### src/include/pullup_pkg.sv
// shared constants of the port pullup enable bank
package pullup_pkg;
    // bus widths
    localparam int ADDR_W = 16;
    localparam int DATA_W = 8;
    // four ports of eight pins each
    localparam int PORTS = 4;
    localparam int PINS = 8;
    localparam int PIN_TOTAL = PORTS * PINS;
    // register byte addresses, one per port
    localparam logic [ADDR_W-1:0] THIRD_PORT_PULL_ADDR = 16'h30F2;
    localparam logic [ADDR_W-1:0] FOURTH_PORT_PULL_ADDR = 16'h30F3;
    localparam logic [ADDR_W-1:0] FIFTH_PORT_PULL_ADDR = 16'h30F4;
    localparam logic [ADDR_W-1:0] SIXTH_PORT_PULL_ADDR = 16'h30F5;
    // port slots inside the bank
    localparam logic [1:0] THIRD_SLOT = 2'h0;
    localparam logic [1:0] FOURTH_SLOT = 2'h1;
    localparam logic [1:0] FIFTH_SLOT = 2'h2;
    localparam logic [1:0] SIXTH_SLOT = 2'h3;
    // reset value of every enable register
    localparam logic [DATA_W-1:0] PULL_RESET = 8'h00;
    // read value of an unmapped address
    localparam logic [DATA_W-1:0] UNMAPPED_READ = 8'h00;
    // decode result: valid flag and slot
    typedef struct packed {
        logic hit;
        logic [1:0] slot;
    } decode_t;
endpackage

### src/include/pullup_cfg_if.sv
// carrier between bus front end and the enable register file
`timescale 1ns/1ps
interface pullup_cfg_if;
    import pullup_pkg::*;
    // one write select per port, shared write data
    logic [PORTS-1:0] wr_sel;
    logic [PINS-1:0] wdata;
    // stored enables, slot-major
    logic [PORTS-1:0][PINS-1:0] en;
    // register file side
    modport store (input wr_sel, input wdata, output en);
    // bus front end side
    modport ctrl (output wr_sel, output wdata, input en);
endinterface

### src/rtl/pullup_reg_file.sv
// storage of the per-port pullup enable registers
`timescale 1ns/1ps
module pullup_reg_file (
    // clock and reset
    input wire logic clk,
    input wire logic rst,
    // write port and stored values
    pullup_cfg_if.store cfg
);
    import pullup_pkg::*;

    // one byte per port, bit n steers pin n
    logic [PINS-1:0] mem_q [PORTS];

    // each slot loads only on its own select, cleared by reset
    always_ff @(posedge clk or posedge rst) begin
        if (rst) begin
            for (int i = 0; i < PORTS; i++) begin
                mem_q[i] <= PULL_RESET;
            end
        end else begin
            for (int i = 0; i < PORTS; i++) begin
                if (cfg.wr_sel[i]) begin
                    mem_q[i] <= cfg.wdata;
                end
            end
        end
    end

    // expose the stored bytes to the front end
    always_comb begin
        for (int i = 0; i < PORTS; i++) begin
            cfg.en[i] = mem_q[i];
        end
    end
endmodule

### src/rtl/port_pullup_enable_bank.sv
// pullup enable bank for four eight-pin general purpose ports
// Operation
// - set bit enables pullup of input pin
// - clear bit keeps pullup off
// - output or high-z pin ignores its bit
// - eight bits, bit n drives pin n
// - fourth port register at 30F3h
// - fifth port register at 30F4h, reset zero
// - sixth port register at 30F5h, reset zero
// - third port register at 30F2h, reset zero
//
// Our own choice: strobed register access.
`timescale 1ns/1ps
module port_pullup_enable_bank (
    // clock and reset
    input wire logic clk,
    input wire logic rst,
    // register port
    input wire logic [pullup_pkg::ADDR_W-1:0] addr,
    input wire logic [pullup_pkg::DATA_W-1:0] wdata,
    input wire logic wr,
    input wire logic rd,
    output logic [pullup_pkg::DATA_W-1:0] rdata,
    // pin configuration, slot-major: bit 8*p+n is pin n of port p
    input wire logic [pullup_pkg::PIN_TOTAL-1:0] pin_is_output,
    input wire logic [pullup_pkg::PIN_TOTAL-1:0] pin_is_hiz,
    // pad pullup enables, same bit order
    output logic [pullup_pkg::PIN_TOTAL-1:0] pad_pull_on
);
    import pullup_pkg::*;

    // carrier to the register file
    pullup_cfg_if cfg ();

    // stored enables flattened to pin order
    logic [PIN_TOTAL-1:0] en_flat;
    // read data register
    logic [DATA_W-1:0] rdata_q;
    logic [DATA_W-1:0] rdata_d;
    // pad enable register
    logic [PIN_TOTAL-1:0] pull_on_q;
    logic [PIN_TOTAL-1:0] pull_on_d;
    // decode of the current address
    decode_t dec;

    // map an address onto a port slot; used for both writes and reads
    function automatic decode_t decode_addr(input logic [ADDR_W-1:0] a);
        decode_t r;
        r = '{hit: 1'b0, slot: THIRD_SLOT};
        case (a)
            THIRD_PORT_PULL_ADDR: begin
                r = '{hit: 1'b1, slot: THIRD_SLOT};
            end
            FOURTH_PORT_PULL_ADDR: begin
                r = '{hit: 1'b1, slot: FOURTH_SLOT};
            end
            FIFTH_PORT_PULL_ADDR: begin
                r = '{hit: 1'b1, slot: FIFTH_SLOT};
            end
            SIXTH_PORT_PULL_ADDR: begin
                r = '{hit: 1'b1, slot: SIXTH_SLOT};
            end
            default: begin
                // outside the bank: writes dropped, reads give zero
                r = '{hit: 1'b0, slot: THIRD_SLOT};
            end
        endcase
        return r;
    endfunction

    // the register file keeps the bytes themselves
    pullup_reg_file u_regs (
        .clk(clk),
        .rst(rst),
        .cfg(cfg)
    );

    // address decode shared by both strobes
    always_comb begin
        dec = decode_addr(addr);
    end

    // write select: one slot at most, only on a mapped address
    always_comb begin
        cfg.wdata = wdata;
        cfg.wr_sel = '0;
        if (wr && dec.hit) begin
            cfg.wr_sel[dec.slot] = 1'b1;
        end
    end

    // flatten stored bytes so bit 8*p+n is pin n of port p
    always_comb begin
        en_flat = cfg.en;
    end

    // read mux; unmapped or idle gives zero
    always_comb begin
        rdata_d = UNMAPPED_READ;
        if (rd && dec.hit) begin
            rdata_d = cfg.en[dec.slot];
        end
    end

    // read data stands only in the cycle after the strobe
    always_ff @(posedge clk or posedge rst) begin
        if (rst) begin
            rdata_q <= UNMAPPED_READ;
        end else begin
            // reading touches nothing but this register
            rdata_q <= rdata_d;
        end
    end

    // gate enables with pin direction; a driven or floating pin never
    // gets its pullup, so a stale enable cannot fight the output driver
    always_comb begin
        pull_on_d = en_flat & ~pin_is_output & ~pin_is_hiz;
    end

    // registered pad enables; one cycle latency is harmless for a pullup
    always_ff @(posedge clk or posedge rst) begin
        if (rst) begin
            pull_on_q <= '0;
        end else begin
            pull_on_q <= pull_on_d;
        end
    end

    // outputs straight from flip-flops
    assign rdata = rdata_q;
    assign pad_pull_on = pull_on_q;

    // helper: low only in the first cycle after reset release
    logic seen_clk_q;
    always_ff @(posedge clk or posedge rst) begin
        if (rst) begin
            seen_clk_q <= 1'b0;
        end else begin
            seen_clk_q <= 1'b1;
        end
    end

    // helper: direction of all eight sixth port pins for a slot-wide check
    logic [PINS-1:0] sixth_cfg_any;
    assign sixth_cfg_any = pin_is_output[PIN_TOTAL-1 -: PINS]
                           | pin_is_hiz[PIN_TOTAL-1 -: PINS];
endmodule

### config.mk
export PLATFORM = sky130hd
export DESIGN_NAME = port_pullup_enable_bank
export DESIGN_NICKNAME = d
export VERILOG_FILES = /design/src/include/pullup_pkg.sv /design/src/include/pullup_cfg_if.sv /design/src/rtl/pullup_reg_file.sv /design/src/rtl/port_pullup_enable_bank.sv
export SDC_FILE = /design/constraint.sdc
export NUM_CORES = 1
export LEC_CHECK = 0
export BUFFER_PORTS_ARGS = -buffer_cell sky130_fd_sc_hd__buf_2
export CORE_MARGIN = 2
export CORE_UTILIZATION = 30
export CTS_CLUSTER_SIZE = 20
export DETAILED_ROUTE_END_ITERATION = 7
export PLACE_DENSITY = 0.62
export SETUP_SLACK_MARGIN = 0.02
export SYNTH_ARGS = -nofsm -noshare
export SYNTH_HDL_FRONTEND = slang
export SYNTH_SLANG_ARGS = --single-unit
### constraint.sdc
create_clock -name clk -period 2.4 [get_ports clk]
set_input_delay 0.12 -clock clk [delete_from_list [all_inputs] [get_ports clk]]
set_output_delay 0.12 -clock clk [all_outputs]
set_load 0.03 [all_outputs]
### Word level (Yosys, flattened, before mapping)

Index checks and enable logic that the tools add are counted.
W data, S select, Z words.

| storage, ports and cells | value |
|---|---|
| flip-flop bits (word level) | 72 |
| bits of input ports | 92 |
| logic and storage cells | 26 |

| operators by class | value |
|---|---|
| $lt $le $gt $ge | 2 |
| equality and inequality tests | 4 |
| multiplexer cells | 7 |
| bitwise logic cells | 4 |
| reduce and logical (&&, ||, !) cells | 3 |

Operators with widths:

| cell | number |
|---|---|
| $and A32 B32 Y32 | 2 |
| $eq A16 B14 Y1 const B | 4 |
| $not A32 Y32 | 2 |
| $bmux W8 S2 | 1 |
| $mux W8 | 2 |
| $pmux W3 S4 | 1 |
| $mux W4 | 1 |
| $logic_and A1 B1 Y1 | 3 |
| $lt A2 B3 Y1 const B | 1 |
| $demux W1 S2 | 1 |
| $ge A2 B1 Y1 const B | 1 |
| $mux W1 | 1 |

### Logic depth before layout (Yosys ltp)

| depth | value |
|---|---|
| depth in word-level cells | 7 |
| mapped depth | 6 |

### Hierarchy

A second synthesis with hierarchy kept.

| unflattened totals | value |
|---|---|
| cells, all modules | 228 |
| area total of the unflattened synthesis | 3083.0 um^2 |

Modules (own cells, without submodules):

| module | times used | cells an instance | area each (um^2) | seq. area each (um^2) |
|---|---|---|---|---|
| port_pullup_enable_bank | 1 | 159 | 1752.9 | 1001.0 |
| pullup_reg_file | 1 | 69 | 1330.0 | 800.8 |

### Worst setup path after synthesis

Ideal clock, no wire load.

| timing path | value |
|---|---|
| kind | input port to flip-flop |
| from | input port addr[8] in the netlist's numbering |
| to | register u_regs.mem_q (netlist bit u_regs.cfg.en[10]) |
| setup time | 0.125 ns |
| arrival time | 1.379 ns |
| path slack | 0.896 ns |
| stages on the path | 4 |
| buffers on the path | 0 |
| cells stage by stage | and4bb_2 nand4_4 nor4_4 mux2_2 |

| on the way | value |
|---|---|
| word-level cells in the longest chain between the ends | 7 |
| elaborated cells between the ends (all ways) | 12 |

Ends and longest elaborated chain:

| what | line | text |
|---|---|---|
| from (decl) | port_pullup_enable_bank.sv:19 | `input wire logic [pullup_pkg::ADDR_W-1:0] addr,` |
| $eq A16 B14 Y1 | port_pullup_enable_bank.sv:50 | `case (a)` |
| $pmux W3 S4 (*) | port_pullup_enable_bank.sv:50 |  |
| $lt A2 B3 Y1 (not written as such) / $ge A2 B1 Y1 (equally long branches) | port_pullup_enable_bank.sv:88 | `cfg.wr_sel[dec.slot] = 1'b1;` |
| $logic_and A1 B1 Y1 (not written as such) | port_pullup_enable_bank.sv:88 |  |
| $mux W1 (not written as such) | port_pullup_enable_bank.sv:88 |  |
| $demux W1 S2 | port_pullup_enable_bank.sv:88 |  |
| $mux W4 (*) | port_pullup_enable_bank.sv:87 | `if (wr && dec.hit) begin` |
| to (signal, indexed assignment) | pullup_reg_file.sv:24 | `mem_q[i] <= cfg.wdata;` |
| to (decl) | pullup_reg_file.sv:13 | `logic [PINS-1:0] mem_q [PORTS];` |

Mark *: on every way between the ends. The rest lies on a longest branch, timed or not.
A chain may end at the register's enable or synchronous reset.

### Final worst setup path

| timing path | value |
|---|---|
| from | input port addr[8] in the netlist's numbering |
| to | register u_regs.mem_q (netlist bit u_regs.cfg.en[4]) |

The elaborated chain is that of the path after synthesis.

==> impl_metrics.env <==
export IMPL_outcome="finished, final reports clean"
export IMPL_vias_per_cell=4.704
export IMPL_clk_pin_slew_worst_paths_ps=70
export IMPL_dr_max_layer_used="met4"
export IMPL_whs_path_depth=2
export IMPL_finalSetupTns_ps=0
export IMPL_cp_max_fo=8
export IMPL_grt_overflow=0
export IMPL_numClockSinks=72
export IMPL_required_ps=2630
export IMPL_rows=35
export IMPL_grt_pass1_wl_um=11980
export IMPL_critical_path_max_stage_delay_ps=510
export IMPL_crit_reg2reg_launch="u_regs.cfg.en[11]"
export IMPL_synth_cell_area_um2=2778
export IMPL_drv_slew=0
export IMPL_hold_buffers=65
export IMPL_skew_ps=11.33
export IMPL_antenna_left=0
export IMPL_finalSetupViolCount=0
export IMPL_pin_count=132
export IMPL_synth_seq_cells=72
export IMPL_via_count=2399
export IMPL_die_h_um=100.2
export IMPL_placed_area_um2=3586
export IMPL_die_x_um=100.2
export IMPL_max_slew_margin_rel=0.3625
export IMPL_seq_area_frac_synth=0.6486
export IMPL_syn2layout_area_growth_pct=61.35
export IMPL_remaining_drc_errors=0
export IMPL_drv_cap=0
export IMPL_fin_crit_sh=0.6118
export IMPL_hold_end="u_regs.cfg.en[15]"
export IMPL_drt_iter0_drc=62
export IMPL_wl_per_cell_um=15.63
export IMPL_m1WireLength_um=3200
export IMPL_grt_setup_unrepaired="no"
export IMPL_fmax_ghz=0.6810
export IMPL_met2WireLength_um=4104
export IMPL_ctsResizeCount=0
export IMPL_met3WireLength_um=452
export IMPL_port_buffers=131
export IMPL_clock_latency_ps=350
export IMPL_hp_start="wdata[7]"
export IMPL_drive_gt1_frac=0.4812
export IMPL_p_leak_nw=2.356
export IMPL_cts_tree="built"
export IMPL_clock_path_buffers=2
export IMPL_grt_usage=0.1613
export IMPL_finalHoldViolCount=0
export IMPL_hpwl_um=5189
export IMPL_root_buffer="clkbuf_8"
export IMPL_htree_num_levels=3
export IMPL_irDropWorstVdd_uv=335.4
export IMPL_nFillCells=870
export IMPL_cts_made_buffers=9
export IMPL_grt_max_degree=42
export IMPL_gp_congestion=0.7623
export IMPL_core_um2=9109
export IMPL_hold_path_class="in -> reg"
export IMPL_cp_end_kind="flip-flop"
export IMPL_power_density_nw_per_um2=570.7
export IMPL_ys_warnings_count=0
export IMPL_antenna_cells=0
export IMPL_ys_types=21
export IMPL_r2r_slack_ps=1120
export IMPL_syn_num_nets=279
export IMPL_start_util=0.3049
export IMPL_post_route_cell_area_um2=4482
export IMPL_grt_pass1_vias=2382
export IMPL_first_pass_iters=4
export IMPL_dieArea_um2=10050
export IMPL_cp_cell_sequence="buf_2 -> and4bb_2 -> nand4_1 -> nor2_2 -> mux2_2"
export IMPL_tightest_slew_ps=955.3
export IMPL_r2r_end="pad_pull_on[11]"
export IMPL_postCtsSetupBuffers=0
export IMPL_antenna_found_initial=0
export IMPL_start_kind="input pin"
export IMPL_rr_worst_depth=2
export IMPL_synthCells=187
export IMPL_routed_wl_um=7972
export IMPL_syn_avg_cell_area_um2=14.85
export IMPL_fin_crit_ps=1468
export IMPL_worstPathArrival_ps=1700
export IMPL_nets=486
export IMPL_critPathSlowestCell="nor2_2"
export IMPL_crit_type="in -> reg"
[registers in the layout, indices dropped and copies added, names as in the netlist]
register,cells
rdata,8
u_regs.cfg.en,32
pad_pull_on,32
[cell type report]
cell class              count  area (µm²)  area share
well taps                 111       138.9     0.03099
repair buffers            200        1336      0.2982
inverters                   2       8.758    0.001954
multi-input cells         109       950.9      0.2122
clock inverters             5       103.9     0.02317
flip-flops and latches     72        1802      0.4020
clock buffers              11       141.4     0.03155
[critical path, delay by kind of cell]
kind          cells  cell delay, ps
simple gates      3            1060
mux               1             410
buf+inv           1             100
[per-layer routing]
metal,track usage,vias up
li1,-,1110
met1,0.1893,1180
met2,0.2747,89
met3,0.03969,20
met4,0.08114,0
met5,0,-
[layout by cell type, fill, tap and decap left out, drive strengths merged]
master	netlist	final
a22oi	16	16
and2	2	2
and3b	1	1
and4	1	1
and4bb	2	2
buf	2	135
bufinv	0	3
clkbuf	2	11
clkinv	0	3
dfrtp	72	72
dlygate4sd3	0	65
inv	2	1
mux2	32	32
nand2	2	2
nand4	3	3
nor2	3	3
nor2b	4	4
nor3	1	1
nor3b	32	32
nor4	1	1
o2111ai	1	1
o22ai	8	8
[cell families after synthesis]
group	Yosys count	share of synthesized area
and+or+nand+nor	52	0.1482
AOI/OAI and AO/OA	25	0.06442
buffers and inverters	6	0.009011
DFF	72	0.6486
muxes	32	0.1297
[through the flow]
| stage | utilization | hold WS [ps] | power [mW] | worst slack, ps | cells |
|---|---|---|---|---|---|
| 4_1_cts | 0.4920 | 35.72 | 2.585 | 944.8 | 510 |
| 3_5_place_dp | 0.3937 | 262.4 | 1.360 | 575.4 | 429 |
| 3_3_place_gp | 0.3937 | 251.5 | 1.357 | 624.4 | 429 |
| 6_report | 0.4920 | 47.49 | 2.558 | 931.6 | 510 |
| 5_1_grt | 0.4920 | 34.22 | 2.664 | 908.1 | 510 |
| 2_1_floorplan | - | 189.2 | 1.267 | 455.1 | 187 |
[synth_stat cells, drive strengths merged]
cell type   n  area, µm²
a22oi      16      120.1
and2        2      12.51
and3b       1      10.01
and4        1      10.01
and4bb      2      25.02
buf         2      10.01
clkbuf      2      7.510
dfrtp      72       1802
inv         2      7.510
mux2       32      360.4
nand2       2      7.510
nand4       3      33.78
nor2        3      16.26
nor2b       4      25.02
nor3        1      10.01
nor3b      32      240.2
nor4        1      21.27
o2111ai     1      8.760
o22ai       8      50.05
[how the worst max path moves through the flow]
stage / start / to / slack [ps]
after detailed placement: addr[8] / u_regs.cfg.en[17] / 580
after CTS: addr[8] / u_regs.cfg.en[21] / 940
after global routing: addr[8] / u_regs.cfg.en[20] / 910
after floorplan: rst / pad_pull_on[0] / 460
final: addr[8] / u_regs.cfg.en[4] / 930
after global placement: addr[8] / u_regs.cfg.en[22] / 620
[report_power, final]
group | total [mW] | internal [mW] | switching [mW]
clock network | 1.18 | 0.720 | 0.461
logic | 0.164 | 0.0946 | 0.0697
registers | 1.21 | 1.21 | 0.000154
total | 2.56 | 2.03 | 0.531
Power figures use the tool's default switching activity.
